File: src/rtl/tte_params.svh
`ifndef TTE_PARAMS_SVH
`define TTE_PARAMS_SVH

// register index of the option register; its byte address is four times it
`define TTE_OPT_IDX      32'hfffff5a5
`define TTE_ADDR_W       12
`define TTE_OPT_ADDR     12'h694
`define TTE_IOC2_ADDR    12'h000
`define TTE_STAT_ADDR    12'h004
`define TTE_IRQ_ST_ADDR  12'h008
`define TTE_IRQ_MSK_ADDR 12'h00c

// option register fields
`define TTE_OPT_OVF      0
`define TTE_OPT_CC0      4
`define TTE_OPT_CC1      5
`define TTE_OPT_WMASK    8'h31
`define TTE_OPT_RST      8'h00

// io control two fields
`define TTE_IOC2_TRIG_LO 0
`define TTE_IOC2_EVT_LO  2
`define TTE_IOC2_WMASK   8'h0f
`define TTE_IOC2_RST     8'h00

// interrupt status bits
`define TTE_IRQ_TRIG     0
`define TTE_IRQ_EVT      1
`define TTE_IRQ_OVF      2
`define TTE_IRQ_N        3

`define TTE_RESP_OKAY    2'b00
`define TTE_RESP_SLVERR  2'b10

`endif

File: src/rtl/tte_pkg.sv
package tte_pkg;

    typedef enum logic [1:0] {
        TTE_EDGE_NONE = 2'b00,
        TTE_EDGE_RISE = 2'b01,
        TTE_EDGE_FALL = 2'b10,
        TTE_EDGE_BOTH = 2'b11
    } tte_edge_e;

    typedef struct packed {
        logic s1;
        logic s2;
        logic s3;
        logic level;
        logic rise;
        logic fall;
    } tte_sync_s;

    typedef struct packed {
        logic        aw_got;
        logic [11:0] aw_addr;
        logic        w_got;
        logic [31:0] w_data;
        logic [3:0]  w_strb;
        logic        awready;
        logic        wready;
        logic        bvalid;
        logic [1:0]  bresp;
        logic        arready;
        logic        rvalid;
        logic [31:0] rdata;
        logic [1:0]  rresp;
        logic [7:0]  opt;
        logic [7:0]  ioc2;
        logic [2:0]  irq_st;
        logic [2:0]  irq_mask;
        logic        irq;
        logic        trig_pulse;
        logic        evt_pulse;
        logic        cc0_cap;
        logic        cc1_cap;
    } tte_state_s;

endpackage : tte_pkg

File: src/rtl/tte_pin_sync.sv
`timescale 1ns/1ns
module tte_pin_sync (
    input  wire logic core_clk,
    input  wire logic sys_rst,
    input  wire logic pin_in,
    output logic      level,
    output logic      rise,
    output logic      fall
);
    tte_pkg::tte_sync_s s;
    tte_pkg::tte_sync_s next_s;

    always_comb begin
        next_s       = s;
        next_s.s1    = pin_in;
        next_s.s2    = s.s1;
        next_s.s3    = s.s2;
        next_s.rise  = 1'b0;
        next_s.fall  = 1'b0;
        // a change counts only once the two later stages agree
        if (s.s2 == s.s3 && s.s3 != s.level) begin
            next_s.level = s.s3;
            next_s.rise  = s.s3;
            next_s.fall  = ~s.s3;
        end
    end

    always_ff @(posedge core_clk or posedge sys_rst) begin
        if (sys_rst) begin
            s <= '0;
        end else begin
            s <= next_s;
        end
    end

    assign level = s.level;
    assign rise  = s.rise;
    assign fall  = s.fall;
endmodule : tte_pin_sync

File: src/rtl/tte_top.sv
// Contract
// trigger edge field 00 off, 01 rising, 10 falling, 11 both edges.
// 8-bit option register sets capture/compare selects and holds overflow flag.
// option register readable and writable whole byte or single bit; code writes byte lane 0 only, a single bit by read-modify-write.
// reset clears option register, both selects and overflow flag.
// io control two holds event and trigger edge fields, resets zero.
// select bit 0 makes register compare, 1 makes it capture.
// second register select honoured only in free-running mode.
// software changes edge fields only while counter enable is zero; writes are not blocked while counting.
`timescale 1ns/1ns
`include "tte_params.svh"
module tte_top (
    input  wire logic        core_clk,
    input  wire logic        sys_rst,
    input  wire logic        shared_input_pin,
    input  wire logic        ovf_event,
    input  wire logic        counter_enable_bit,
    input  wire logic        free_run_mode,
    input  wire logic [11:0] s_axi_awaddr,
    input  wire logic        s_axi_awvalid,
    output logic             s_axi_awready,
    input  wire logic [31:0] s_axi_wdata,
    input  wire logic [3:0]  s_axi_wstrb,
    input  wire logic        s_axi_wvalid,
    output logic             s_axi_wready,
    output logic [1:0]       s_axi_bresp,
    output logic             s_axi_bvalid,
    input  wire logic        s_axi_bready,
    input  wire logic [11:0] s_axi_araddr,
    input  wire logic        s_axi_arvalid,
    output logic             s_axi_arready,
    output logic [31:0]      s_axi_rdata,
    output logic [1:0]       s_axi_rresp,
    output logic             s_axi_rvalid,
    input  wire logic        s_axi_rready,
    output logic             trig_pulse,
    output logic             evt_pulse,
    output logic             cc0_capture_mode,
    output logic             cc1_capture_mode,
    output logic             irq
);
    tte_pkg::tte_state_s s;
    tte_pkg::tte_state_s next_s;
    logic                pin_level;
    logic                pin_rise;
    logic                pin_fall;
    logic                wr_fire;
    logic                trig_hit;
    logic                evt_hit;

    tte_pin_sync u_pin (
        .core_clk (core_clk),
        .sys_rst  (sys_rst),
        .pin_in   (shared_input_pin),
        .level    (pin_level),
        .rise     (pin_rise),
        .fall     (pin_fall)
    );

    function automatic logic edge_hit(input logic [1:0] sel, input logic r, input logic f);
        case (tte_pkg::tte_edge_e'(sel))
            tte_pkg::TTE_EDGE_RISE: edge_hit = r;
            tte_pkg::TTE_EDGE_FALL: edge_hit = f;
            tte_pkg::TTE_EDGE_BOTH: edge_hit = r | f;
            default:                edge_hit = 1'b0;
        endcase
    endfunction : edge_hit

    // one shared pin, two independent edge selections
    assign trig_hit = edge_hit(s.ioc2[`TTE_IOC2_TRIG_LO +: 2], pin_rise, pin_fall);
    assign evt_hit  = edge_hit(s.ioc2[`TTE_IOC2_EVT_LO +: 2], pin_rise, pin_fall);
    assign wr_fire  = s.aw_got & s.w_got & ~s.bvalid;

    always_comb begin
        logic [2:0] ev;
        logic       hit;
        next_s            = s;
        ev                = '0;
        hit               = 1'b1;
        ev[`TTE_IRQ_TRIG] = trig_hit;
        ev[`TTE_IRQ_EVT]  = evt_hit;
        ev[`TTE_IRQ_OVF]  = ovf_event;

        if (s_axi_awvalid && s.awready) begin
            next_s.aw_got  = 1'b1;
            next_s.aw_addr = s_axi_awaddr;
        end
        if (s_axi_wvalid && s.wready) begin
            next_s.w_got  = 1'b1;
            next_s.w_data = s_axi_wdata;
            next_s.w_strb = s_axi_wstrb;
        end
        if (s.bvalid && s_axi_bready) begin
            next_s.bvalid = 1'b0;
        end

        // byte lane 0 only; single-bit change is a read-modify-write of the byte
        if (wr_fire) begin
            next_s.aw_got = 1'b0;
            next_s.w_got  = 1'b0;
            next_s.bvalid = 1'b1;
            if (s.aw_addr == `TTE_OPT_ADDR) begin
                if (s.w_strb[0]) begin
                    next_s.opt = s.w_data[7:0] & `TTE_OPT_WMASK;
                end
            end else if (s.aw_addr == `TTE_IOC2_ADDR) begin
                // rewriting while counting is the user's hazard, not blocked here
                if (s.w_strb[0]) begin
                    next_s.ioc2 = s.w_data[7:0] & `TTE_IOC2_WMASK;
                end
            end else if (s.aw_addr == `TTE_IRQ_ST_ADDR) begin
                if (s.w_strb[0]) begin
                    next_s.irq_st = s.irq_st & ~s.w_data[2:0];
                end
            end else if (s.aw_addr == `TTE_IRQ_MSK_ADDR) begin
                if (s.w_strb[0]) begin
                    next_s.irq_mask = s.w_data[2:0];
                end
            end else if (s.aw_addr != `TTE_STAT_ADDR) begin
                hit = 1'b0;
            end
            next_s.bresp = hit ? `TTE_RESP_OKAY : `TTE_RESP_SLVERR;
        end

        // hardware set wins over a same-cycle software clear
        if (ovf_event) begin
            next_s.opt[`TTE_OPT_OVF] = 1'b1;
        end
        next_s.irq_st = next_s.irq_st | ev;

        if (s.rvalid && s_axi_rready) begin
            next_s.rvalid = 1'b0;
        end
        if (s_axi_arvalid && s.arready) begin
            next_s.rvalid = 1'b1;
            next_s.rresp  = `TTE_RESP_OKAY;
            next_s.rdata  = '0;
            if (s_axi_araddr == `TTE_OPT_ADDR) begin
                next_s.rdata[7:0] = s.opt;
            end else if (s_axi_araddr == `TTE_IOC2_ADDR) begin
                next_s.rdata[7:0] = s.ioc2;
            end else if (s_axi_araddr == `TTE_STAT_ADDR) begin
                next_s.rdata[2:0] = {counter_enable_bit, free_run_mode, pin_level};
            end else if (s_axi_araddr == `TTE_IRQ_ST_ADDR) begin
                next_s.rdata[2:0] = s.irq_st;
            end else if (s_axi_araddr == `TTE_IRQ_MSK_ADDR) begin
                next_s.rdata[2:0] = s.irq_mask;
            end else begin
                next_s.rresp = `TTE_RESP_SLVERR;
            end
        end

        next_s.awready    = ~next_s.aw_got & ~next_s.bvalid;
        next_s.wready     = ~next_s.w_got & ~next_s.bvalid;
        next_s.arready    = ~next_s.rvalid;
        next_s.trig_pulse = trig_hit;
        next_s.evt_pulse  = evt_hit;
        next_s.cc0_cap    = next_s.opt[`TTE_OPT_CC0];
        next_s.cc1_cap    = next_s.opt[`TTE_OPT_CC1] & free_run_mode;
        next_s.irq        = |(next_s.irq_st & next_s.irq_mask);
    end

    always_ff @(posedge core_clk or posedge sys_rst) begin
        if (sys_rst) begin
            s          <= '0;
            s.awready  <= 1'b1;
            s.wready   <= 1'b1;
            s.arready  <= 1'b1;
        end else begin
            s <= next_s;
        end
    end

    assign s_axi_awready    = s.awready;
    assign s_axi_wready     = s.wready;
    assign s_axi_bvalid     = s.bvalid;
    assign s_axi_bresp      = s.bresp;
    assign s_axi_arready    = s.arready;
    assign s_axi_rvalid     = s.rvalid;
    assign s_axi_rdata      = s.rdata;
    assign s_axi_rresp      = s.rresp;
    assign trig_pulse       = s.trig_pulse;
    assign evt_pulse        = s.evt_pulse;
    assign cc0_capture_mode = s.cc0_cap;
    assign cc1_capture_mode = s.cc1_cap;
    assign irq              = s.irq;

    // takes the status word as an argument so the assertion sees its sampled value
    function automatic logic irq_st_ovf(input logic [2:0] st);
        irq_st_ovf = st[`TTE_IRQ_OVF];
    endfunction : irq_st_ovf
endmodule : tte_top

File: config.mk
export PLATFORM = sky130hd
export DESIGN_NAME = tte_top
export DESIGN_NICKNAME = d
export VERILOG_FILES = /design/src/rtl/tte_pkg.sv /design/src/rtl/tte_pin_sync.sv /design/src/rtl/tte_top.sv
export VERILOG_INCLUDE_DIRS = /design/src /design/src/rtl
export SDC_FILE = /design/constraint.sdc
export NUM_CORES = 1
export LEC_CHECK = 0
export ABC_AREA = 1
export BUFFER_PORTS_ARGS = -buffer_cell sky130_fd_sc_hd__buf_2
export CAP_MARGIN = 20
export CORE_MARGIN = 2
export CORE_UTILIZATION = 52
export DETAILED_ROUTE_END_ITERATION = 12
export PLACE_DENSITY_LB_ADDON = 0.05
export SYNTH_ARGS = -nofsm -noshare
export SYNTH_HDL_FRONTEND = slang
export SYNTH_SLANG_ARGS = --single-unit
File: constraint.sdc
create_clock -name core_clk -period 3.82 [get_ports core_clk]
set_clock_uncertainty 0.05 [all_clocks]
set_input_delay 0 -clock core_clk [delete_from_list [all_inputs] [get_ports core_clk]]
set_output_delay 0 -clock core_clk [all_outputs]
set_load 0.01 [all_outputs]
==> metrics, run 1 <==
depth of the worst register-to-register path 5; drt total wl a little under 6 mm; Setup crit end kind register; Syn. warnings 0; DP Wirelength 4.12 mm; Max Buffers Root-to-Sink 2; Via Count 2,457; Yosys reg bits 57; DR WL/cell between 10 and 15 um; met3 wire length 320 um; Compound-Gate Fraction of Synth Area 7.89%; post-synth top area share about 46%; synth cell count leaders nand2_1, dfrtp_1, inv_1; CTS tree yes; # diodes 0; Starting DRT DRC Count ~100; CTS root buf clkbuf_8; Metal-1 WL approximately 2.5 mm; XOR/XNOR Fraction of Synth Area 0%; Worst R2R Setup Slack 1.90 ns; Setup CP Type register to register; post-CTS setup buffer count 0; DR DRC count 0; worst hold path endpoint s_axi_rdata[3]$_DFFE_PP0P_; R2R Path End s[113]$_DFFE_PP0P_; mean post-synth cell area 8.14 um2; RSZ-0062 raised after global routing false; number of synthesized flops with an enable pin 0; area grow syn2layout 24.5%; CP arrival 2.13 ns; post-CTS sizing 0; hold_sp s_axi_araddr[3]; Reg with most FFs s; clock slew at reported path FFs around 0.070 ns; Die Area ~6300 um2; final cell count without fillers 529; DR vias/cell 4.64; first-pass GRT wire length 9.89 mm; proportion of synthesized area in mux cells 0%; cell taking the most area after synthesis dfrtp_1; crit start category register; largest family of logic cells by synthesized area simple AND/OR/NAND/NOR gates; Placed Cells incl. Taps 481; port buffer count 59; P_sw ~0.73 mW; total track usage between 20 and 25%; register area share after synthesis just under 50%; vias in the first global route between 2,000 and 2,500; H-tree depth 3; final setup vio count 0; Crit-path slowest cell dlygate4sd3_1; chip height 79.5 um; Syn Inst Count 364; Max Cap Viol 0; mapped cell area between 2000 and 3000 um2; antenna violations before repair 0; share of power burned in combinational logic approximately 29%; period utilisation layout 50.2%; sequential power share 42.0%; grt ovf 0; Layout Nets 523; Starting Density 53.8%; Main synth FF type dfrtp_1; top sig layer met4; Cell Pwr Density 577 nW/um2; most frequent CP cell nand2_1; Hold Violations, Final 0; min Tclk post-route ~1.9 ns; Rel. slew slack 53.9%; Cell Chain, Critical Path nand2_1 -> inv_1 -> nand2_1 -> nand2_1 -> dlygate4sd3_1; num ports 117; Slew Limit Fails 0; Post-Synth Adder-Cell Area 0%; die width 79.5 um; Pre-antenna DRT Iters 6; maximum VDD drop 452 uV; Clock Sinks 57; largest net degree at the start of global routing 58; Worst-Skew Late Latency 0.33 ns; setup TNS 0 ns; count leader, synth nand2_1; Switching Fraction 34.4%; Worst Hold Depth 4; Leakage 1.95 nW; final antenna-violating net count 0; maximum operating frequency between 0.5 and 0.6 GHz; async set or reset register ratio after synthesis 100%; CTS buffer count 9; simple logic cell fraction of the synthesized area 27.5%; routed wl met2 2.87 mm; Synth area leaders dfrtp_1, nand2_1, buf_4, inv_1, o21ai_0; Required @ worst endpoint 4.03 ns; critical path's largest stage delay 0.54 ns; worst slew pin tran 0.692 ns; internal power about 1.4 mW; core area around 5500 um2; Largest register FFs 34; Hold Path Class primary input to register; Yosys cell types 36; share of cells above drive strength 1 21.9%; status complete, no violations; reg2reg start s_axi_awready$_DFF_PP1_; Clk pwr share about 29%; Crit Path Max Fanout 21; gp weighted congestion 0.866; Layout Utilization roughly 67%; # rows 27
-- cell usage in the layout (no fill, tap or decap), drive strengths merged --
| cell | synthesis | layout |
|---|---|---|
| a21boi | 3 | 3 |
| a21oi | 4 | 4 |
| a31oi | 2 | 2 |
| and2 | 1 | 1 |
| buf | 39 | 60 |
| bufinv | 0 | 2 |
| clkbuf | 3 | 11 |
| clkinv | 1 | 4 |
| conb | 1 | 28 |
| dfrtp | 54 | 54 |
| dfstp | 3 | 3 |
| dlygate4sd3 | 0 | 32 |
| inv | 45 | 45 |
| nand2 | 109 | 109 |
| nand3 | 26 | 26 |
| nand3b | 1 | 1 |
| nand4 | 5 | 5 |
| nor2 | 28 | 28 |
| nor3 | 4 | 4 |
| nor3b | 1 | 1 |
| nor4 | 1 | 1 |
| o211ai | 1 | 1 |
| o21ai | 30 | 30 |
| o22ai | 1 | 1 |
| o31ai | 1 | 1 |
-- worst max-delay path by stage --
stage                            endpoint               startpoint  slack, ns  cells after the start
2_1_floorplan  cc1_capture_mode$_DFF_PP0_                  sys_rst       2.38                      1
3_3_place_gp                irq$_DFF_PP0_       s[113]$_DFFE_PP0P_       2.17                      9
3_5_place_dp            s[13]$_DFFE_PP0P_       s[113]$_DFFE_PP0P_       2.17                      7
4_1_cts                s[115]$_DFFE_PP0P_  s_axi_awready$_DFF_PP1_       1.94                      5
5_1_grt                s[113]$_DFFE_PP0P_  s_axi_awready$_DFF_PP1_       1.73                      5
6_report               s[113]$_DFFE_PP0P_  s_axi_awready$_DFF_PP1_       1.90                      5
-- per-layer routing --
metal / vias up / track usage [%]
met2: 83 / 35.1
met5: - / 0
li1: 1255 / -
met1: 1107 / 24.2
met4: 0 / 11.0
met3: 12 / 3.62
-- what timing repair did --
item                       4_1_cts  5_1_grt
setup endpoints to repair        0        0
hold endpoints to repair        83        0
hold buffers                    32        0
-- critical path: cells and delay by family (launching register included) --
kind	cells	cell delay, ns
AND/OR/NAND/NOR	3	0.32
buffers and inverters	2	0.95
flip-flops	1	0.53
-- final cells by class --
class,instances,area [um2]
tap,72,90.1
timing repair buffer,92,623
clock inverter,5,78.8
clock buffer,11,141
sequential,57,1430
multi-input combinational,246,1150
inverter,46,173
fill,470,1820
-- through the flow --
stage	area (um2)	hold slack (ns)	worst slack, ns	total power, mW
after floorplan	3070	-0.0186	2.38	1.35
after global placement	3150	0.0645	2.17	1.44
after detailed placement	3150	0.0645	2.17	1.45
after CTS	3690	0.00530	1.94	2.14
after global routing	3690	0.0644	1.73	2.30
final	3690	0.0305	1.90	2.13
-- power groups by stage --
stage | Sequential [mW] | Combinational [mW] | Clock (mW)
finish | 0.895 | 0.619 | 0.616
detailed placement | 0.903 | 0.548 | 0
CTS | 0.893 | 0.619 | 0.626
global placement | 0.900 | 0.540 | 0
global route | 0.922 | 0.715 | 0.659
floorplan | 0.877 | 0.474 | 0
-- logic make-up (layout without fill, tap and decap cells) --
group | Yosys count | in the layout
buffers and inverters | 88 | 154
other | 1 | 28
DFF | 57 | 57
AOI/OAI and AO/OA | 42 | 42
and+or+nand+nor | 176 | 176
No activity file was read; power rests on OpenSTA's default activity.
==> inputs of run 2 (changes only) <==
Settings changed: CORE_UTILIZATION 52 to 49.
Clock period 3.82 ns to 1.85 ns, I/O delays scaled along.
==> run 2 against run 1 <==
  * Total power rose by 100%
  * Worst hold slack better by 0.022 ns
  * Fmax up 13%
  * Sequential share of layout area fell by 0.18 points
  * First-iteration DRC count down 15%
  * Register-to-register slack lost 1.7 ns
  * Routed wire length is 4.9% higher
  * Largest cell class unchanged
  * Largest power group unchanged
  * Die area is 5.8% higher
  * Critical path depth up 1
  * Design area rose by 0.47%
==> metrics, run 2 (synthesized netlist as in run 1, its figures left out) <==
status complete, no violations; depth of the worst register-to-register path 6; Die Area approximately 6700 um2; DR vias/cell 4.65; # rows 28; share of cells above drive strength 1 around 23%; critical path's largest stage delay 0.54 ns; CTS tree yes; Max Cap Viol 0; DR DRC count 0; # diodes 0; Layout Nets 527; Cell Chain, Critical Path nand2_1 -> inv_1 -> buf_6 -> nand2_1 -> nand2_1 -> dlygate4sd3_1; Rel. slew slack 66.7%; Worst R2R Setup Slack 0.15 ns; core area 5890 um2; worst setup path end s[115]$_DFFE_PP0P_; Starting Density 50.4%; Worst-Skew Late Latency 0.33 ns; H-tree depth 3; most frequent CP cell nand2_1; clock slew at reported path FFs 0.07 ns; CTS buffer count 9; period utilisation layout 91.7%; Reg with most FFs s; Cell Pwr Density roughly 1200 nW/um2; first-pass GRT wire length 10.1 mm; Max Buffers Root-to-Sink 2; Via Count between 2,000 and 2,500; R2R Path End s[115]$_DFFE_PP0P_; drt total wl 6.16 mm; Setup crit end kind register; area grow syn2layout 25.1%; CP bufs+invs 3; post-CTS setup buffer count 0; maximum VDD drop 766 uV; port buffer count 59; Cell Area, Placed 3200 um2; Hold Violations, Final 0; final setup vio count 0; DR WL/cell 11.5 um; Required @ worst endpoint around 2 ns; Pre-antenna DRT Iters 4; Largest register FFs 34; Clock Sinks 57; Reg area 1430 um2; Crit-path slowest cell dlygate4sd3_1; WP depth 6; min Tclk post-route roughly 1.7 ns; setup TNS 0 ns; Leakage 1.95 nW; crit start category register; CP arrival 1.91 ns; Starting DRT DRC Count 87; antenna violations before repair 0; vias in the first global route 2,300; Slew Limit Fails 0; Worst path top cell family by delay buffers and inverters; total track usage 20.1%; gp weighted congestion around 0.77; Multi-input gate area 1150 um2; grt ovf 0; die width 81.8 um; chip height 81.8 um; num ports 117; most frequent cells in the layout nand2_1, buf_2, dfrtp_1, inv_1, dlygate4sd3_1; final antenna-violating net count 0; DP Wirelength 4.51 mm; Crit Path Max Fanout 20; # fillers 548; reg2reg start s_axi_awready$_DFF_PP1_; maximum operating frequency 0.590 GHz; commonest non-fill, non-tap cell in the layout nand2_1; crit path from s_axi_awready$_DFF_PP1_; Hold Path Class primary input to register; CTS root buf clkbuf_8; RSZ-0062 raised after global routing false; Setup CP Type register to register; final instance area between 3000 and 4000 um2; worst slew pin tran 0.499 ns; largest net degree at the start of global routing 25; Power Total approximately 4.3 mW
## run 2: area by class of cell
type / instances / area share, %
well taps: 75 / 2.53
clock inverters: 6 / 1.62
multi-input cells: 246 / 31.1
flip-flops and latches: 57 / 38.6
clock buffers: 10 / 3.44
inverters: 46 / 4.66
repair buffers: 96 / 18.1
## run 2: report_power, final
group,switching [mW],internal (mW),total (mW)
registers,0.242,1.60,1.84
clock network,0.492,0.614,1.11
logic,0.795,0.530,1.33
## run 2: tightest hold or removal path, cell delays in order
cell and delay, ns:
buf_2 0.11, nor3_2 0.07, nand2_1 0.12, o31ai_1 0.08
## run 2: worst min path at each step
stage / depth (start not counted) / end / start / slack (ns)
4_1_cts: 4 / s_axi_rdata[3]$_DFFE_PP0P_ / s_axi_araddr[3] / 0.05
6_report: 4 / s_axi_rdata[3]$_DFFE_PP0P_ / s_axi_araddr[3] / 0.05
3_3_place_gp: 2 / s[104]$_DFF_PP0_ / sys_rst / 0.004
3_5_place_dp: 2 / s_axi_bvalid$_DFF_PP0_ / sys_rst / 0.009
2_1_floorplan: 0 / u_pin.next_s[4]$_DFF_PP0_ / shared_input_pin / -0.02
5_1_grt: 4 / s_axi_rdata[3]$_DFFE_PP0P_ / s_axi_araddr[3] / 0.05
## run 2: stage by stage
step / util, % / setup slack (ns) / cells / hold slack, ns
after global placement: 54.3 / 0.278 / 488 / 0.00383
final: 63.0 / 0.154 / 536 / 0.0521
after floorplan: - / 0.405 / 391 / -0.0186
after global routing: 63.0 / 0.0229 / 536 / 0.0481
after detailed placement: 54.3 / 0.219 / 488 / 0.00936
after CTS: 62.9 / 0.133 / 536 / 0.0451
## run 2: layer usage
layer	track usage [%]	vias up	part of all wire (%)
met3	3.85	8	5.3
met1	24.6	1146	43
met4	7.50	0	1.2
li1	-	1262	-
met5	0	-	0
met2	35.0	78	50
## run 2: repair_timing
action | 4_1_cts | 5_1_grt
gates resized for setup | 0 | 1
hold buffers | 32 | 0
endpoints found under the hold margin | 50 | 0
endpoints found under the setup margin | 0 | 1
==> inputs of run 3 (changes only) <==
--- a/config.mk
+++ b/config.mk
@@ -9,3 +9,3 @@
 export ABC_AREA = 1
-export BUFFER_PORTS_ARGS = -buffer_cell sky130_fd_sc_hd__buf_2
+export BUFFER_PORTS_ARGS = -buffer_cell sky130_fd_sc_hd__buf_4
 export CAP_MARGIN = 20
==> constraint.sdc (replaced) <==
create_clock -name core_clk -period 1.85 [get_ports core_clk]
set_clock_uncertainty 0.05 [all_clocks]
set_input_delay 0.0925 -clock core_clk [delete_from_list [all_inputs] [get_ports core_clk]]
set_output_delay 0.0925 -clock core_clk [all_outputs]
set_load 0.01 [all_outputs]
==> run 3 against run 2 <==
  * Setup slack better by 0.023 ns
  * Non-clock buffer count down 7
  * Largest power group unchanged
  * Sequential power is essentially flat
  * Highest routed layer unchanged
  * Register-to-register slack better by 0.02 ns
  * Design area rose by 3.4%
  * Utilization up 2.2 points
  * Critical path depth decreased by 1
  * Total power increased by 5.3%
==> metrics, run 3 (synthesized netlist as in run 1, its figures left out) <==
share of cells above drive strength 1 roughly 23%; CTS tree yes; antenna violations before repair 0; P_sw 1.52 mW; total track usage 19.9%; most frequent CP cell nand2_1; H-tree depth 3; CTS root buf clkbuf_8; Max Cap Viol 0; most frequent cells in the layout nand2_1, buf_4, dfrtp_1, inv_1, conb_1; # fillers between 500 and 600; final antenna-violating net count 0; Starting Density around half; Hold Path Class primary input to register; Hold Violations, Final 0; Max Buffers Root-to-Sink 2; Reg with most FFs s; Crit-path slowest cell dlygate4sd3_1; min Tclk post-route 1.67 ns; Clock Sinks between 50 and 60; maximum operating frequency between 0.5 and 0.6 GHz; critical path's largest stage delay 0.54 ns; DP Worst Slack ~0.24 ns; Final WS setup 0.177 ns; port buffer count 59; internal power 2.98 mW; first-pass GRT wire length 9.91 mm; # rows 28; post-CTS setup buffer count 0; Slew Limit Fails 0; Layout Nets 520; period utilisation layout 90.4%; grt ovf 0; num ports 117; Largest register FFs 34; # hold bufs at CTS 26; setup TNS 0 ns; Switching Fraction 33.8%; crit start category register; Required @ worst endpoint 2.07 ns; DR WL/cell 11.4 um; drt total wl 6.05 mm; CP arrival 1.90 ns; post-CTS sizing 0; final setup vio count 0; Worst-Skew Late Latency 0.34 ns; commonest non-fill, non-tap cell in the layout nand2_1; chip height between 80 and 90 um; # diodes 0; Leakage between 1.5 and 2 nW; Pre-antenna DRT Iters 4; Worst path top cell family by delay buffers and inverters; clock slew at reported path FFs ~0.060 ns; die width 81.8 um; Die Area ~6700 um2; share of power burned in combinational logic around 29%; Starting DRT DRC Count 116; DP Wirelength 4.35 mm; area grow syn2layout 29.4%; Layout Utilization 65.2%; RSZ-0062 raised after global routing false; DR vias/cell about 4.6; Cell Pwr Density 1170 nW/um2; vias in the first global route between 2,000 and 2,500; status complete, no violations; DR DRC count 0; core area 5890 um2; Via Count approximately 2,400; gp weighted congestion 0.857; largest net degree at the start of global routing 58; maximum VDD drop about 910 uV; CTS buffer count 9; Cell Chain, Critical Path nand2_1 -> inv_1 -> nand2_1 -> nand2_1 -> dlygate4sd3_1; Setup CP Type register to register; CP bufs+invs 2; Clk pwr share between 30% and 40%; sequential power share roughly 41%; Setup crit end kind register; Crit Path Max Fanout 13
==> run 3: final timing paths <==
kind	from	end	slack [ns]	cells past startpoint
hold / removal	s_axi_wvalid	s[77]$_DFFE_PP0P_	0.03	4
setup reg to reg	s_axi_wready$_DFF_PP1_	s[76]$_DFFE_PP0P_	0.18	5
setup / recovery	s_axi_wready$_DFF_PP1_	s[76]$_DFFE_PP0P_	0.18	5
hold reg to reg	u_pin.next_s[4]$_DFF_PP0_	u_pin.next_s[3]$_DFF_PP0_	0.30	0
max in group asynchronous	sys_rst	s_axi_arready$_DFF_PP1_	1.15	4
min in group asynchronous	sys_rst	s[117]$_DFF_PP0_	0.31	4
==> run 3: power by group through the flow <==
| stage | registers [mW] | logic, mW | clock network, mW |
|---|---|---|---|
| after global placement | 1.87 | 1.22 | 0 |
| after CTS | 1.85 | 1.30 | 1.38 |
| final | 1.85 | 1.29 | 1.36 |
| after floorplan | 1.81 | 0.978 | 0 |
| after detailed placement | 1.87 | 1.24 | 0 |
| after global routing | 1.90 | 1.48 | 1.46 |
==> run 3: cell type report <==
cell class                 count  area, um2  share of cell area, %
clock inverter                 4       73.8                   1.92
tap                           75       93.8                   2.45
sequential                    57       1430                   37.3
inverter                      46        173                   4.50
timing repair buffer          89        746                   19.4
clock buffer                  12        165                   4.31
multi-input combinational    246       1150                   30.1
==> run 3: through the flow <==
stage	cell area, um2	hold slack, ns	power, mW	std cells
floorplan	3070	0.0739	2.79	391
global placement	3340	0.125	3.09	487
detailed placement	3340	0.132	3.11	487
CTS	3830	0.00309	4.53	529
global route	3830	0.0502	4.84	529
finish	3830	0.0274	4.50	529
==> run 3: per-layer routing <==
metal / track usage, % / share of wire [%] / wire length [um]
met5: 0 / 0 / 0
met4: 7.50 / 1.6 / 95
met2: 32.4 / 47 / 2820
met3: 6.81 / 6.7 / 403
met1: 24.6 / 45 / 2720
==> run 3: worst reg2reg max path: stages, from the launching register on <==
cell and delay [ns]:
dfstp_2 0.53, nand2_1 0.09, inv_1 0.26, nand2_1 0.09, nand2_1 0.06, dlygate4sd3_1 0.54
